## config.mk

```make
export PLATFORM = sky130hd
export DESIGN_NAME = latching_four_bit_alu
export DESIGN_NICKNAME = d
export VERILOG_FILES = /design/src/alu_latch_pkg.sv /design/src/alu_slice.sv /design/src/result_hold.sv /design/src/latching_four_bit_alu.sv
export SDC_FILE = /design/constraint.sdc
export NUM_CORES = 1
export LEC_CHECK = 0
export BUFFER_PORTS_ARGS = -buffer_cell sky130_fd_sc_hd__buf_4
export CAP_MARGIN = 20
export CORE_ASPECT_RATIO = 1.75
export CORE_UTILIZATION = 53
export CTS_CLUSTER_DIAMETER = 80
export DETAILED_ROUTE_END_ITERATION = 8
export GPL_TIMING_DRIVEN = 0
export PLACE_DENSITY_LB_ADDON = 0.1
export RECOVER_POWER = 100
export SYNTH_ARGS = -nofsm -noshare
export SYNTH_HDL_FRONTEND = slang
export SYNTH_SLANG_ARGS = --single-unit
```

## constraint.sdc

```tcl
create_clock -name clk_sys_i -period 4 [get_ports clk_sys_i]
set_input_delay 0 -clock clk_sys_i [delete_from_list [all_inputs] [get_ports clk_sys_i]]
set_output_delay 0 -clock clk_sys_i [all_outputs]
set_load 0.01 [all_outputs]
```

## src/alu_latch_pkg.sv

```systemverilog
/*
 * Constants shared by the latching four-bit ALU: register offsets, field
 * positions, reset values and the AHB-Lite codes used on the slave bus.
 * Assumes a 32-bit AHB-Lite bus with one word per register.
 */
package alu_latch_pkg;

	// ==========================================================
	// Datapath widths
	localparam int WORD_W = 4;
	localparam int FUNC_W = 4;

	// ==========================================================
	// Register byte addresses
	localparam logic [31:0] ADDR_OPERAND = 32'h0000_0000;
	localparam logic [31:0] ADDR_STATUS = 32'h0000_0004;

	// ==========================================================
	// Operand register fields
	localparam int OP_FIRST_LSB = 0;
	localparam int OP_SECOND_LSB = 4;
	localparam int OP_FUNC_LSB = 8;
	localparam int OP_MODE_BIT = 12;
	localparam int OP_CIN_BIT = 13;
	localparam int OP_SRC_BIT = 16;
	localparam int OP_HOLD_BIT = 17;

	// ==========================================================
	// Status register fields
	localparam int ST_RESULT_LSB = 0;
	localparam int ST_GEN_BIT = 4;
	localparam int ST_PROP_BIT = 5;
	localparam int ST_COUT_BIT = 6;
	localparam int ST_HOLD_BIT = 7;

	// ==========================================================
	// Reset values
	localparam logic [WORD_W-1:0] RST_WORD = 4'h0;
	localparam logic [FUNC_W-1:0] RST_FUNC = 4'h0;
	localparam logic RST_MODE = 1'b0;
	localparam logic RST_CIN_N = 1'b1;
	localparam logic RST_SRC = 1'b0;
	localparam logic RST_HOLD = 1'b1;

	// ==========================================================
	// AHB-Lite codes
	localparam logic [1:0] HTRANS_NONSEQ = 2'h2;
	localparam logic [1:0] HTRANS_SEQ = 2'h3;
	localparam logic [2:0] HSIZE_WORD = 3'h2;
	localparam logic HRESP_OKAY = 1'b0;
	localparam logic [31:0] RDATA_ZERO = 32'h0000_0000;

endpackage

```

## src/alu_slice.sv

```systemverilog
/*
 * Four-bit ALU slice: sixteen logic and sixteen arithmetic functions,
 * block generate and propagate, and the top carry-out. Purely combinational.
 * Assumes the caller registers whatever it needs.
 */
`timescale 1ns/1ps
`default_nettype none
module alu_slice
	import alu_latch_pkg::*;
#(
	parameter int WIDTH = WORD_W
) (
	// Operands
	input wire logic [WIDTH-1:0] first_word_bits_i,
	input wire logic [WIDTH-1:0] second_word_lines_i,
	// Function select
	input wire logic [FUNC_W-1:0] function_code_i,
	input wire logic mode_i,
	input wire logic carry_in_low_true_i,
	// Results
	output logic [WIDTH-1:0] result_o,
	output logic block_gen_o,
	output logic block_prop_o,
	output logic carry_out_top_n_o
);

	// ==========================================================
	// Operand shaping
	logic [WIDTH-1:0] or_term; // Per-bit propagate, addend one
	logic [WIDTH-1:0] and_term; // Per-bit generate, addend two
	logic [WIDTH:0] sum; // Arithmetic sum with carry

	// Addend and logic terms from function code and operands
	always_comb begin
		or_term = first_word_bits_i | (second_word_lines_i & {WIDTH{function_code_i[1]}})
			| (~second_word_lines_i & {WIDTH{function_code_i[0]}});
		and_term = (first_word_bits_i & second_word_lines_i & {WIDTH{function_code_i[2]}})
			| (first_word_bits_i & ~second_word_lines_i & {WIDTH{function_code_i[3]}});
		// Carry-in is low-true, so low adds one
		sum = {1'b0, or_term} + {1'b0, and_term} + {{WIDTH{1'b0}}, ~carry_in_low_true_i};
		// Mode high picks logic, low picks arithmetic
		if (mode_i) begin
			result_o = ~(or_term ^ and_term);
		end else begin
			result_o = sum[WIDTH-1:0];
		end
		// Block look-ahead terms, free of the carry-in
		block_gen_o = 1'b0;
		for (int i = 0; i < WIDTH; i++) begin
			block_gen_o = and_term[i] | (or_term[i] & block_gen_o);
		end
		block_prop_o = &or_term;
		carry_out_top_n_o = ~sum[WIDTH];
	end

endmodule
`default_nettype wire

```

## src/result_hold.sv

```systemverilog
/*
 * Hold register for the four result lines: follows the ALU while the hold
 * control is high and keeps its value while it is low.
 * Assumes hold and data come from logic on the same clock.
 */
`timescale 1ns/1ps
`default_nettype none
module result_hold
	import alu_latch_pkg::*;
#(
	parameter int WIDTH = WORD_W
) (
	// Clock, reset, enable
	input wire logic clk_sys_i,
	input wire logic reset_n_i,
	input wire logic ce_i,
	// Data and hold control
	input wire logic hold_enable_i,
	input wire logic [WIDTH-1:0] result_i,
	output logic [WIDTH-1:0] result_o
);

	// ==========================================================
	// Held value
	logic [WIDTH-1:0] held_r; // Stored result
	logic [WIDTH-1:0] held_nxt; // Next stored result

	// Pass when enabled, keep otherwise
	always_comb begin
		held_nxt = held_r;
		if (ce_i && hold_enable_i) begin
			held_nxt = result_i;
		end
		// Low control keeps the old value whatever inputs do
	end

	// Register stage
	always_ff @(posedge clk_sys_i or negedge reset_n_i) begin
		if (!reset_n_i) begin
			held_r <= RST_WORD[WIDTH-1:0];
		end else begin
			held_r <= held_nxt;
		end
	end

	assign result_o = held_r;

endmodule
`default_nettype wire

```

## src/latching_four_bit_alu.sv

```systemverilog
/*
 * Latching four-bit ALU with an AHB-Lite register slave. The ALU inputs come
 * either from pins or from the operand register; the result passes a hold
 * register, the look-ahead outputs do not.
 * Assumes pin inputs are driven by logic on clk_sys_i and that the bus master
 * issues single word transfers.
 */
// Notes on behaviour
// - Add, subtract or any logic on 4-bit words
// - Mode low arithmetic, mode high logic
// - Output block generate, propagate and top carry-out
// - Hold control high passes result through
// - Hold control low keeps result unchanged
// - Input changes never disturb a held result
// - No equality output; hold control instead
// - Code 0110: sum or XNOR
// - Code 1001: A minus B minus one or XOR
// - Code 0011: all ones or all zeros
// - Code 1111: A minus one or A
// - Generate and propagate ignore the carry-in
`timescale 1ns/1ps
`default_nettype none
module latching_four_bit_alu
	import alu_latch_pkg::*;
#(
	parameter int WIDTH = WORD_W
) (
	// Clock, reset and clock enable
	input wire logic clk_sys_i,
	input wire logic reset_n_i,
	input wire logic ce_i,

	// ALU operand pins
	input wire logic [WIDTH-1:0] first_word_bits_i,
	input wire logic [WIDTH-1:0] second_word_lines_i,
	input wire logic [alu_latch_pkg::FUNC_W-1:0] function_code_i,
	input wire logic mode_i,
	input wire logic carry_in_low_true_i,
	input wire logic hold_enable_i,

	// ALU outputs
	output logic [WIDTH-1:0] result_outputs_o,
	output logic block_gen_o,
	output logic block_prop_o,
	output logic carry_out_top_n_o,

	// AHB-Lite slave
	input wire logic hsel_i,
	input wire logic [31:0] haddr_i,
	input wire logic [1:0] htrans_i,
	input wire logic hwrite_i,
	input wire logic [2:0] hsize_i,
	input wire logic [31:0] hwdata_i,
	input wire logic hready_i,
	output logic [31:0] hrdata_o,
	output logic hreadyout_o,
	output logic hresp_o
);

	// ==========================================================
	// Operand register state
	logic [WIDTH-1:0] first_r; // Software first word
	logic [WIDTH-1:0] first_nxt;
	logic [WIDTH-1:0] second_r; // Software second word
	logic [WIDTH-1:0] second_nxt;
	logic [FUNC_W-1:0] func_r; // Software function code
	logic [FUNC_W-1:0] func_nxt;
	logic mode_r; // Software mode
	logic mode_nxt;
	logic cin_n_r; // Software low-true carry-in
	logic cin_n_nxt;
	logic src_r; // High: registers feed the ALU
	logic src_nxt;
	logic hold_r; // Software hold control
	logic hold_nxt;

	// ==========================================================
	// Bus state
	logic wr_pend_r; // Write data phase pending
	logic wr_pend_nxt;
	logic [31:0] wr_addr_r; // Address of pending write
	logic [31:0] wr_addr_nxt;
	logic [31:0] rdata_r; // Read data for data phase
	logic [31:0] rdata_nxt;
	logic ready_r; // Registered ready
	logic addr_phase; // Valid transfer taken this cycle

	// ==========================================================
	// Look-ahead output state
	logic gen_r;
	logic gen_nxt;
	logic prop_r;
	logic prop_nxt;
	logic cout_n_r;
	logic cout_n_nxt;

	// ==========================================================
	// Datapath wiring
	logic [WIDTH-1:0] alu_a; // Selected first word
	logic [WIDTH-1:0] alu_b; // Selected second word
	logic [FUNC_W-1:0] alu_fc; // Selected function code
	logic alu_mode; // Selected mode
	logic alu_cin_n; // Selected carry-in
	logic alu_hold; // Selected hold control
	logic [WIDTH-1:0] alu_f; // Raw ALU result
	logic alu_g;
	logic alu_p;
	logic alu_cout_n;
	logic [WIDTH-1:0] held_result; // Result after hold

	// Packs the operand register for reads
	function automatic logic [31:0] pack_operand(
		input logic [WIDTH-1:0] a,
		input logic [WIDTH-1:0] b,
		input logic [FUNC_W-1:0] fc,
		input logic m,
		input logic c,
		input logic s,
		input logic h
	);
		logic [31:0] w;
		w = RDATA_ZERO;
		w[OP_FIRST_LSB +: WIDTH] = a;
		w[OP_SECOND_LSB +: WIDTH] = b;
		w[OP_FUNC_LSB +: FUNC_W] = fc;
		w[OP_MODE_BIT] = m;
		w[OP_CIN_BIT] = c;
		w[OP_SRC_BIT] = s;
		w[OP_HOLD_BIT] = h;
		return w;
	endfunction

	// Packs the status register for reads
	function automatic logic [31:0] pack_status(
		input logic [WIDTH-1:0] q,
		input logic g,
		input logic p,
		input logic c,
		input logic h
	);
		logic [31:0] w;
		w = RDATA_ZERO;
		w[ST_RESULT_LSB +: WIDTH] = q;
		w[ST_GEN_BIT] = g;
		w[ST_PROP_BIT] = p;
		w[ST_COUT_BIT] = c;
		w[ST_HOLD_BIT] = h;
		return w;
	endfunction

	// ==========================================================
	// Input selection
	// Registers or pins feed the ALU; the hold control
	// sits where an equality output would otherwise be
	always_comb begin
		if (src_r) begin
			alu_a = first_r;
			alu_b = second_r;
			alu_fc = func_r;
			alu_mode = mode_r;
			alu_cin_n = cin_n_r;
			alu_hold = hold_r;
		end else begin
			alu_a = first_word_bits_i;
			alu_b = second_word_lines_i;
			alu_fc = function_code_i;
			alu_mode = mode_i;
			alu_cin_n = carry_in_low_true_i;
			// Pin clocked with downstream latch enable
			alu_hold = hold_enable_i;
		end
	end

	// ==========================================================
	// ALU slice
	alu_slice #(
		.WIDTH(WIDTH)
	) u_slice (
		.first_word_bits_i(alu_a),
		.second_word_lines_i(alu_b),
		.function_code_i(alu_fc),
		.mode_i(alu_mode),
		.carry_in_low_true_i(alu_cin_n),
		.result_o(alu_f),
		.block_gen_o(alu_g),
		.block_prop_o(alu_p),
		.carry_out_top_n_o(alu_cout_n)
	);

	// ==========================================================
	// Result hold, result lines only
	result_hold #(
		.WIDTH(WIDTH)
	) u_hold (
		.clk_sys_i(clk_sys_i),
		.reset_n_i(reset_n_i),
		.ce_i(ce_i),
		.hold_enable_i(alu_hold),
		.result_i(alu_f),
		.result_o(held_result)
	);

	// ==========================================================
	// Look-ahead outputs
	// Follow the ALU every enabled cycle, hold or not
	always_comb begin
		gen_nxt = gen_r;
		prop_nxt = prop_r;
		cout_n_nxt = cout_n_r;
		if (ce_i) begin
			gen_nxt = alu_g;
			prop_nxt = alu_p;
			cout_n_nxt = alu_cout_n;
		end
	end

	// Register stage for look-ahead outputs
	always_ff @(posedge clk_sys_i or negedge reset_n_i) begin
		if (!reset_n_i) begin
			gen_r <= 1'b0;
			prop_r <= 1'b0;
			cout_n_r <= 1'b1;
		end else begin
			gen_r <= gen_nxt;
			prop_r <= prop_nxt;
			cout_n_r <= cout_n_nxt;
		end
	end

	// ==========================================================
	// AHB-Lite address phase decode
	assign addr_phase = hsel_i && hready_i && htrans_i[1];

	// Bus next state: capture writes, prepare read data
	always_comb begin
		wr_pend_nxt = wr_pend_r;
		wr_addr_nxt = wr_addr_r;
		rdata_nxt = rdata_r;
		if (ce_i) begin
			wr_pend_nxt = 1'b0;
			if (addr_phase && hwrite_i) begin
				// Write takes effect in the data phase
				wr_pend_nxt = 1'b1;
				wr_addr_nxt = haddr_i;
				rdata_nxt = RDATA_ZERO;
			end else if (addr_phase) begin
				// Read data loaded now, shown in data phase
				if (haddr_i == ADDR_OPERAND) begin
					// Next values, so a write still in its data phase is seen
					rdata_nxt = pack_operand(first_nxt, second_nxt, func_nxt, mode_nxt,
						cin_n_nxt, src_nxt, hold_nxt);
				end else if (haddr_i == ADDR_STATUS) begin
					rdata_nxt = pack_status(held_result, gen_r, prop_r, cout_n_r,
						alu_hold);
				end else begin
					// Unmapped reads give zero
					rdata_nxt = RDATA_ZERO;
				end
			end
		end
	end

	// Bus register stage
	always_ff @(posedge clk_sys_i or negedge reset_n_i) begin
		if (!reset_n_i) begin
			wr_pend_r <= 1'b0;
			wr_addr_r <= ADDR_OPERAND;
			rdata_r <= RDATA_ZERO;
			ready_r <= 1'b0;
		end else begin
			wr_pend_r <= wr_pend_nxt;
			wr_addr_r <= wr_addr_nxt;
			rdata_r <= rdata_nxt;
			// Zero wait states from the first edge after reset
			ready_r <= 1'b1;
		end
	end

	// ==========================================================
	// Operand register writes
	always_comb begin
		first_nxt = first_r;
		second_nxt = second_r;
		func_nxt = func_r;
		mode_nxt = mode_r;
		cin_n_nxt = cin_n_r;
		src_nxt = src_r;
		hold_nxt = hold_r;
		// Status and unmapped writes are ignored
		if (ce_i && wr_pend_r && wr_addr_r == ADDR_OPERAND) begin
			first_nxt = hwdata_i[OP_FIRST_LSB +: WIDTH];
			second_nxt = hwdata_i[OP_SECOND_LSB +: WIDTH];
			func_nxt = hwdata_i[OP_FUNC_LSB +: FUNC_W];
			mode_nxt = hwdata_i[OP_MODE_BIT];
			cin_n_nxt = hwdata_i[OP_CIN_BIT];
			src_nxt = hwdata_i[OP_SRC_BIT];
			hold_nxt = hwdata_i[OP_HOLD_BIT];
		end
	end

	// Operand register stage
	always_ff @(posedge clk_sys_i or negedge reset_n_i) begin
		if (!reset_n_i) begin
			first_r <= RST_WORD[WIDTH-1:0];
			second_r <= RST_WORD[WIDTH-1:0];
			func_r <= RST_FUNC;
			mode_r <= RST_MODE;
			cin_n_r <= RST_CIN_N;
			src_r <= RST_SRC;
			hold_r <= RST_HOLD;
		end else begin
			first_r <= first_nxt;
			second_r <= second_nxt;
			func_r <= func_nxt;
			mode_r <= mode_nxt;
			cin_n_r <= cin_n_nxt;
			src_r <= src_nxt;
			hold_r <= hold_nxt;
		end
	end

	// ==========================================================
	// Output drive, all from flip-flops except the constant hresp_o
	assign result_outputs_o = held_result;
	assign block_gen_o = gen_r;
	assign block_prop_o = prop_r;
	assign carry_out_top_n_o = cout_n_r;
	assign hrdata_o = rdata_r;
	assign hreadyout_o = ready_r;
	assign hresp_o = HRESP_OKAY;

endmodule
`default_nettype wire

```

==> results of run 1 <==
repair_timing:
action / 4_1_cts / 5_1_grt
endpoints found under the hold margin: 118 / 0
buffers inserted: 0 / 0
hold buffers: 49 / 0
cells in the final DEF (no fill, tap or decap), drive strengths merged:
cell type,instances
conb,18
nand4,5
dfrtp,70
inv,4
a22oi,2
xor2,1
nor2,14
mux2i,14
or4,1
dfstp,3
clkinv,3
dlygate4sd3,49
buf,88
o21ai,9
o22a,1
mux2,57
a31oi,1
nand2,9
ha,4
a21oi,4
nor4,17
nand3b,1
xnor2,1
a211oi,5
clkbuf,44
a21o,10
or2,1
fa,2
a22o,16
where the power goes:
group / internal [W] / switching (W)
combinational: 0.000242 / 0.000202
clock: 0.000451 / 0.000296
sequential: 0.000860 / 0.0000803
critical path, delay by kind of cell, from the launching register on:
| family | cells | cell delay (ns) |
|---|---|---|
| and+or+nand+nor | 3 | 1.81 |
| DFF | 1 | 0.39 |
| AOI/OAI and AO/OA | 1 | 0.23 |
| muxes | 1 | 0.36 |
| buffers and inverters | 1 | 0.28 |
per-layer routing:
layer / part of all wire (%) / vias to the layer above / track usage [%] / wire length [um]
li1: - / 1338 / - / -
met1: 35 / 1423 / 28.58 / 3490
met2: 58 / 85 / 57.98 / 5817
met3: 3.5 / 21 / 6.790 / 348
met4: 2.9 / 0 / 13.47 / 289
met5: 0 / - / 0 / 0
state kept, by name (all words and copies together) (netlist names), 4 cells and up:
signal,flops
second_r,4
u_hold.result_o,4
func_r,4
first_r,4
hrdata_o,16
wr_addr_r,32
final cells by class:
class                   instances  area, um^2
plain buffers                  27       175.2
clock buffers                  13       260.3
clock inverters                 3       15.01
fillers                       439        1430
inverters                       4       15.01
multi-input cells             193        1569
flip-flops and latches         73        1831
well taps                      82       102.6
repair buffers                141        1092
how the worst max path moves through the flow:
stage                     slack, ns  cells past startpoint                        endpoint                      start
after detailed placement       1.19                      9  u_hold.result_o[2]$_DFFE_PN0P_            src_r$_DFF_PN0_
final                          0.82                      6         hrdata_o[9]$_DFFE_PN0P_  wr_addr_r[10]$_DFFE_PN0P_
after global placement         1.23                      9  u_hold.result_o[2]$_DFFE_PN0P_            src_r$_DFF_PN0_
after CTS                      1.18                      9  u_hold.result_o[2]$_DFFE_PN0P_            src_r$_DFF_PN0_
after floorplan                1.43                      9  u_hold.result_o[2]$_DFFE_PN0P_            src_r$_DFF_PN0_
after global routing           0.66                      6         hrdata_o[9]$_DFFE_PN0P_  wr_addr_r[10]$_DFFE_PN0P_
kinds of logic (layout without fill, tap and decap cells):
logic type / after synthesis / count (layout)
xor+xnor: 2 / 2
buf+inv: 31 / 188
other cells: 2 / 18
flops: 73 / 73
mux: 71 / 71
simple gates: 48 / 48
compound gates: 48 / 48
fa+ha+maj: 6 / 6
per-stage QoR:
step	setup slack, ns	hold WS, ns
6_report	0.8197	0.1074
5_1_grt	0.6602	0.1285
4_1_cts	1.184	0.00006886
3_5_place_dp	1.192	0.1874
3_3_place_gp	1.231	0.1876
2_1_floorplan	1.426	-0.2956
==> qor.tcl, run 1 <==
set qor(p_per_area_nw_per_um2) 421.2
set qor(h-tree-depth) 3
set qor(worst_ep_required_time_ns) 4.22
set qor(synth-edff-count) 0
set qor(report.final.setup_viol) 0
set qor(cts_root_buf) {sky130_fd_sc_hd__clkbuf_16}
set qor(yosys.cell_count.top_type) {sky130_fd_sc_hd__dfrtp_1}
set qor(failed_checks) {capacitance limit, slew limit}
set qor(detailedRoute.firstPassIterationCount) 4
set qor(routed_wl_mm) 9.945
set qor(finalNonFillerCells) 536
set qor(hold-path-cell-count) 2
set qor(drv.max_cap_violation_count) 2
set qor(setup_tns_ns) 0
set qor(startpoint_type) {flip-flop}
set qor(cts_tree) {yes}
set qor(design.die.area_um2) 7042
set qor(grt.total_usage_pct) 29.59
set qor(post-route-min-period_ns) 3.180
set qor(mean_instance_size_in_the_synthesized_netlist_um2) 12.63
set qor(run_status) {finished with violations}
set qor(leakagePower_nw) 2.453
set qor(compound_gate_portion_of_the_synthesized_area_pct) 9.870
set qor(wl_per_cell_um) 18.55
set qor(numPortBuffers) 92
set qor(place_inst) 471
set qor(post-layout-total-power_w) 0.002131
set qor(ioPinCount) 131
set qor(grt_antenna_before_repair) 0
set qor(post_cts_resize_count) 0
set qor(clock_transition_time_at_the_flip_flop_clock_pins_of_the_worst_setup_and_hold_paths_ns) 0.06
set qor(timing.rr.end) {hrdata_o[9]$_DFFE_PN0P_}
set qor(die_h_um) 110.3
set qor(initial_core_util_pct) 54.69
set qor(global_route.overflow_total) 0
set qor(min_delay_worst_endpoint) {block_gen_o$_DFFE_PN0P_}
set qor(core.rowCount) 39
set qor(crit-reg2reg-launch) {wr_addr_r[10]$_DFFE_PN0P_}
set qor(crit_chain) {nor4_1 -> nand4_1 -> nor4_1 -> buf_6 -> mux2_2 -> a22o_2}
set qor(synthXorXnorAreaFrac_pct) 0.4935
set qor(postSynth.asyncResetShare_pct) 100.0
set qor(grt_pass1_wl_mm) 14.84
set qor(critical_path_peak_fanout) 10
set qor(timing.setup.critical_path_class) {flip-flop to flip-flop}
set qor(r2r_slack_ns) 0.82
set qor(unrepaired_setup_endpoints_after_global_routing) {false}
set qor(cpPeakStageDelay_ns) 1.20
set qor(synth.cell_area_um2) 3550
set qor(cts_buffer_depth) 2
set qor(layout.core_utilization_pct) 77.96
set qor(globalplace.congestion) 0.7811
set qor(route.detailed.drc) 0
set qor(tightest_slew_ns) 1.833
set qor(antenna-diode-count) 0
set qor(placed_wire_length_estimate_mm) 6.452
set qor(arrival_time_of_the_worst_setup_path_ns) 3.40
set qor(synth_cell_type_count) 33
set qor(timing.fmax_mhz) 314.4
set qor(slew_headroom_pct) -22.22
set qor(netlist.area_leader.share_pct) 49.35
set qor(dominantRegCellSynth) {sky130_fd_sc_hd__dfrtp_1}
set qor(detailedRoute.firstIterationViolations) 94
set qor(synth_common_cells) {sky130_fd_sc_hd__dfrtp_1 (70), sky130_fd_sc_hd__mux2_2 (56), sky130_fd_sc_hd__buf_4 (17)}
set qor(max-vdd-ir-drop_v) 0.0004096
set qor(synth.area.mux_share_pct) 22.03
set qor(layout_worst_path_cycle_share_pct) 79.51
set qor(crit_path_frequent_cell) {sky130_fd_sc_hd__nor4_1}
set qor(slowest_stage) {sky130_fd_sc_hd__nor4_1}
set qor(finalInstanceArea_um2) 5060
set qor(grt_max_degree) 74
set qor(fin_nets) 545
set qor(clock_sink_count) 73
set qor(worst_hold_path_type) {primary input to flip-flop}
set qor(finalMaxSlewViolations) 82
set qor(routed-via-count) 2867
set qor(reg2regPathDepth) 6
set qor(floorplan.die.width_um) 63.87
set qor(drt-vias-per-instance) 5.349
set qor(finalHoldViolCount) 0
set qor(number_of_buffers_created_by_cts) 9
set qor(antenna_left) 0
set qor(synth_area_leaders) {sky130_fd_sc_hd__dfrtp_1 (49%), sky130_fd_sc_hd__mux2_2 (18%), sky130_fd_sc_hd__mux2i_1 (3.9%), sky130_fd_sc_hd__buf_4 (3.6%), sky130_fd_sc_hd__a22o_1 (3.5%)}
set qor(clock-skew-final_ns) 0.006957
set qor(synthesis.yosys.warnings) 0
set qor(synth_largest_area_cell) {sky130_fd_sc_hd__dfrtp_1}
set qor(synth_sequential_area_ratio_pct) 51.57
set qor(post_route_cells_drive_above_1_share_pct) 34.14
set qor(yosys.area_share.adder_pct) 2.538
set qor(ys_ff_latch) 73
set qor(worst_setup_path_end_kind) {flip-flop}
set qor(synth_top_family_by_area) {multiplexers}
set qor(coreArea_um2) 6490
set qor(areaGrowthSynthToFinish_pct) 42.54
set qor(clk_latency_ns) 0.33
set qor(vias_in_the_first_global_route) 3026
set qor(synth_simple_gate_area_share_pct) 7.790
set qor(syn-instance-count) 281
set qor(postPlaceCellArea_um2) 4403
set qor(hp-start) {ce_i}
Note: power is estimated with default switching activity, not from simulation.
==> run 2, diff against run 1 <==
--- a/config.mk
+++ b/config.mk
@@ -5,10 +5,11 @@
 export SDC_FILE = /design/constraint.sdc
 export NUM_CORES = 1
 export LEC_CHECK = 0
+export ABC_AREA = 1
 export BUFFER_PORTS_ARGS = -buffer_cell sky130_fd_sc_hd__buf_4
 export CAP_MARGIN = 20
 export CORE_ASPECT_RATIO = 1.75
-export CORE_UTILIZATION = 53
+export CORE_UTILIZATION = 46
 export CTS_CLUSTER_DIAMETER = 80
 export DETAILED_ROUTE_END_ITERATION = 8
 export GPL_TIMING_DRIVEN = 0
==> constraint.sdc (replaced) <==
create_clock -name clk_sys_i -period 2.9 [get_ports clk_sys_i]
set_input_delay 0 -clock clk_sys_i [delete_from_list [all_inputs] [get_ports clk_sys_i]]
set_output_delay 0 -clock clk_sys_i [all_outputs]
set_load 0.01 [all_outputs]
==> run 2 against run 1 <==
Net effect:
- the flow still finishes with violations (capacitance limit, slew limit)
- non-clock buffer count down 9
- routed wire length up 4.0%
- hold slack worse by 0.10 ns
- combinational power down 28%
- power up 21%
- sequential power up 24%
- flip-flop and latch count unchanged
- via count up 30%
- clock power up 45%
- setup slack worse by 0.54 ns
- utilization down 15 points
- cell count up 48%
- critical endpoint is now u_hold.result_o[2]$_DFFE_PN0P_
- highest routed layer unchanged
==> qor.tcl, run 2 <==
set qor(global_route.overflow_total) 0
set qor(synth_largest_area_cell) {sky130_fd_sc_hd__dfrtp_1}
set qor(floorplan.die.width_um) 72.98
set qor(wl_per_cell_um) 13.03
set qor(antenna_left) 0
set qor(clock_transition_time_at_the_flip_flop_clock_pins_of_the_worst_setup_and_hold_paths_ns) 0.06
set qor(number_of_buffers_created_by_cts) 9
set qor(post_cts_buffers) 0
set qor(largest_register) {wr_addr_r}
set qor(p_per_area_nw_per_um2) 473.3
set qor(dominantRegCellSynth) {sky130_fd_sc_hd__dfrtp_1}
set qor(synth-edff-count) 0
set qor(vias_in_the_first_global_route) 3621
set qor(detailedRoute.firstPassIterationCount) 4
set qor(finalMaxSlewViolations) 74
set qor(core.rowCount) 45
set qor(finalInstanceArea_um2) 5438
set qor(tightest_slew_ns) 1.847
set qor(synth_sequential_area_ratio_pct) 45.14
set qor(ys_ff_latch) 73
set qor(coreArea_um2) 8615
set qor(timing.setup.critical_path_class) {flip-flop to flip-flop}
set qor(largest_reg_flops) 32
set qor(die_h_um) 126.2
set qor(layout_worst_path_cycle_share_pct) 90.26
set qor(worst_ep_required_time_ns) 3.10
set qor(synth.cell_area_um2) 4055
set qor(yosys.cell_count.top_type) {sky130_fd_sc_hd__nand2_1}
set qor(fin_nets) 768
set qor(layout.cells.most_common_list) {sky130_fd_sc_hd__nand2_1 (149), sky130_fd_sc_hd__buf_4 (87), sky130_fd_sc_hd__inv_1 (71)}
set qor(areaGrowthSynthToFinish_pct) 34.09
set qor(finalNonFillerCells) 794
set qor(cts_tree) {yes}
set qor(routed-via-count) 3719
set qor(crit_chain) {inv_1 -> buf_2 -> nand2_1 -> nand2_1 -> o21ai_1 -> fa_1 -> fa_1 -> nor2_1 -> xor2_1 -> a21oi_1}
set qor(synth_cell_type_count) 33
set qor(seqCellArea_um2) 1831
set qor(postPlaceCellArea_um2) 4960
set qor(drv.max_cap_violation_count) 1
set qor(h-tree-depth) 3
set qor(antenna-diode-count) 0
set qor(synth_common_cells) {sky130_fd_sc_hd__nand2_1 (148), sky130_fd_sc_hd__dfrtp_1 (70), sky130_fd_sc_hd__inv_1 (70), sky130_fd_sc_hd__nand3_1 (55), sky130_fd_sc_hd__nor2_1 (41)}
set qor(setup_tns_ns) 0
set qor(synthesis.yosys.warnings) 0
set qor(cts_buffer_depth) 2
set qor(layout.core_utilization_pct) 63.12
set qor(post_route_cells_drive_above_1_share_pct) 17.28
set qor(crit_buf_inv) 2
set qor(cpPeakStageDelay_ns) 0.51
set qor(finalHoldViolCount) 0
set qor(leakagePower_nw) 2.821
set qor(postSynth.asyncResetShare_pct) 100.0
set qor(critical_path_peak_fanout) 10
set qor(layout.cells.most_common) {sky130_fd_sc_hd__nand2_1}
set qor(grt_pass1_wl_mm) 16.47
set qor(grt_antenna_before_repair) 0
set qor(max-vdd-ir-drop_v) 0.0004153
set qor(slowest_stage) {sky130_fd_sc_hd__fa_1}
set qor(cp_top_family) {adder cells}
set qor(initial_core_util_pct) 47.07
set qor(mean_instance_size_in_the_synthesized_netlist_um2) 7.844
set qor(multi_input_area_um2) 1757
set qor(failed_checks) {capacitance limit, slew limit}
set qor(syn-instance-count) 517
set qor(cts_root_buf) {sky130_fd_sc_hd__clkbuf_16}
set qor(run_status) {finished with violations}
set qor(worst_hold_path_type) {primary input to flip-flop}
set qor(grt_max_degree) 74
set qor(placed_wire_length_estimate_mm) 7.755
set qor(clock_sink_count) 73
set qor(unrepaired_setup_endpoints_after_global_routing) {false}
set qor(place_inst) 743
set qor(clock-skew-final_ns) 0.006541
set qor(grt.total_usage_pct) 23.94
set qor(startpoint_type) {flip-flop}
set qor(drt-vias-per-instance) 4.684
set qor(timing.fmax_mhz) 382.0
set qor(design.die.area_um2) 9210
set qor(detailedRoute.firstIterationViolations) 194
set qor(worst_setup_path_end_kind) {flip-flop}
set qor(synth_area_leaders) {sky130_fd_sc_hd__dfrtp_1 (43%), sky130_fd_sc_hd__nand2_1 (14%), sky130_fd_sc_hd__nand3_1 (6.8%), sky130_fd_sc_hd__inv_1 (6.5%), sky130_fd_sc_hd__nor2_1 (3.8%)}
set qor(slew_headroom_pct) -23.11
set qor(post-route-min-period_ns) 2.618
set qor(post-layout-total-power_w) 0.002573
set qor(netlist.area_leader.share_pct) 43.20
set qor(report.final.setup_viol) 0
set qor(routed_wl_mm) 10.35
set qor(globalplace.congestion) 1.004
set qor(arrival_time_of_the_worst_setup_path_ns) 2.82
set qor(numPortBuffers) 93
set qor(route.detailed.drc) 0
set qor(fillerInstances) 806
set qor(ioPinCount) 131
set qor(clk_latency_ns) 0.33
-- run 2: worst register-to-register path, delay by kind of cell, from the launching register on --
family          cells  cell delay, ns
compound gates      2            0.27
xor+xnor            1            0.16
fa+ha+maj           2            0.92
buf+inv             2            0.43
flops               1            0.38
simple gates        3            0.34
-- run 2: layout make-up --
class	count	share of cell area, %
multi-input cells	358	32.31
clock inverters	3	0.7363
flip-flops and latches	73	33.66
plain buffers	31	3.520
repair buffers	128	17.58
inverters	71	4.901
clock buffers	13	4.602
well taps	117	2.692
-- run 2: kinds of logic (layout without fill, tap and decap cells) --
family	count (synthesis)	after routing	share of synthesized area, %
simple gates	277	277	30.18
buf+inv	102	246	11.94
other cells	2	18	0.1852
flops	73	73	45.14
mux	19	19	5.276
xor+xnor	1	1	0.2160
fa+ha+maj	6	6	2.222
compound gates	37	37	4.844
-- run 2: timing repair --
item                                    CTS  global route
hold buffers                             35             0
gates resized for setup                   0             1
endpoints found under the hold margin   105             0
endpoints found under the setup margin    0             1
-- run 2: path summary, 6_finish.rpt --
path	start	endpoint	slack (ns)	cells after the start
worst min register to register	wr_addr_r[5]$_DFFE_PN0P_	wr_addr_r[5]$_DFFE_PN0P_	0.48	2
worst max register to register	src_r$_DFF_PN0_	u_hold.result_o[2]$_DFFE_PN0P_	0.28	10
min in group asynchronous	reset_n_i	hrdata_o[10]$_DFFE_PN0P_	0.70	2
worst min-delay path	haddr_i[6]	wr_addr_r[6]$_DFFE_PN0P_	0.003	3
max in group asynchronous	reset_n_i	hrdata_o[5]$_DFFE_PN0P_	1.08	2
worst max-delay path	src_r$_DFF_PN0_	u_hold.result_o[2]$_DFFE_PN0P_	0.28	10
-- run 2: metrics by stage --
| step | hold slack [ns] | setup slack, ns |
|---|---|---|
| 3_3_place_gp | 0.1852 | 0.2263 |
| 3_5_place_dp | 0.1930 | 0.1595 |
| 6_report | 0.003429 | 0.2823 |
| 4_1_cts | 0.003267 | 0.1422 |
| 2_1_floorplan | -0.2956 | 0.5722 |
| 5_1_grt | 0.0008637 | 0.09824 |
-- run 2: per-layer routing --
layer / part of all wire [%] / up-vias / global-route usage, %
li1: - / 1885 / -
met1: 38 / 1703 / 25.53
met2: 56 / 110 / 43.87
met3: 4.0 / 21 / 4.320
met4: 2.8 / 0 / 11.65
met5: 0 / - / 0
-- run 2: power breakdown --
part | leakage (nW) | internal, W | switching (W)
sequential | 0.849 | 0.00112 | 0.0000507
combinational | 1.83 | 0.000179 | 0.000139
clock | 0.144 | 0.000687 | 0.000397
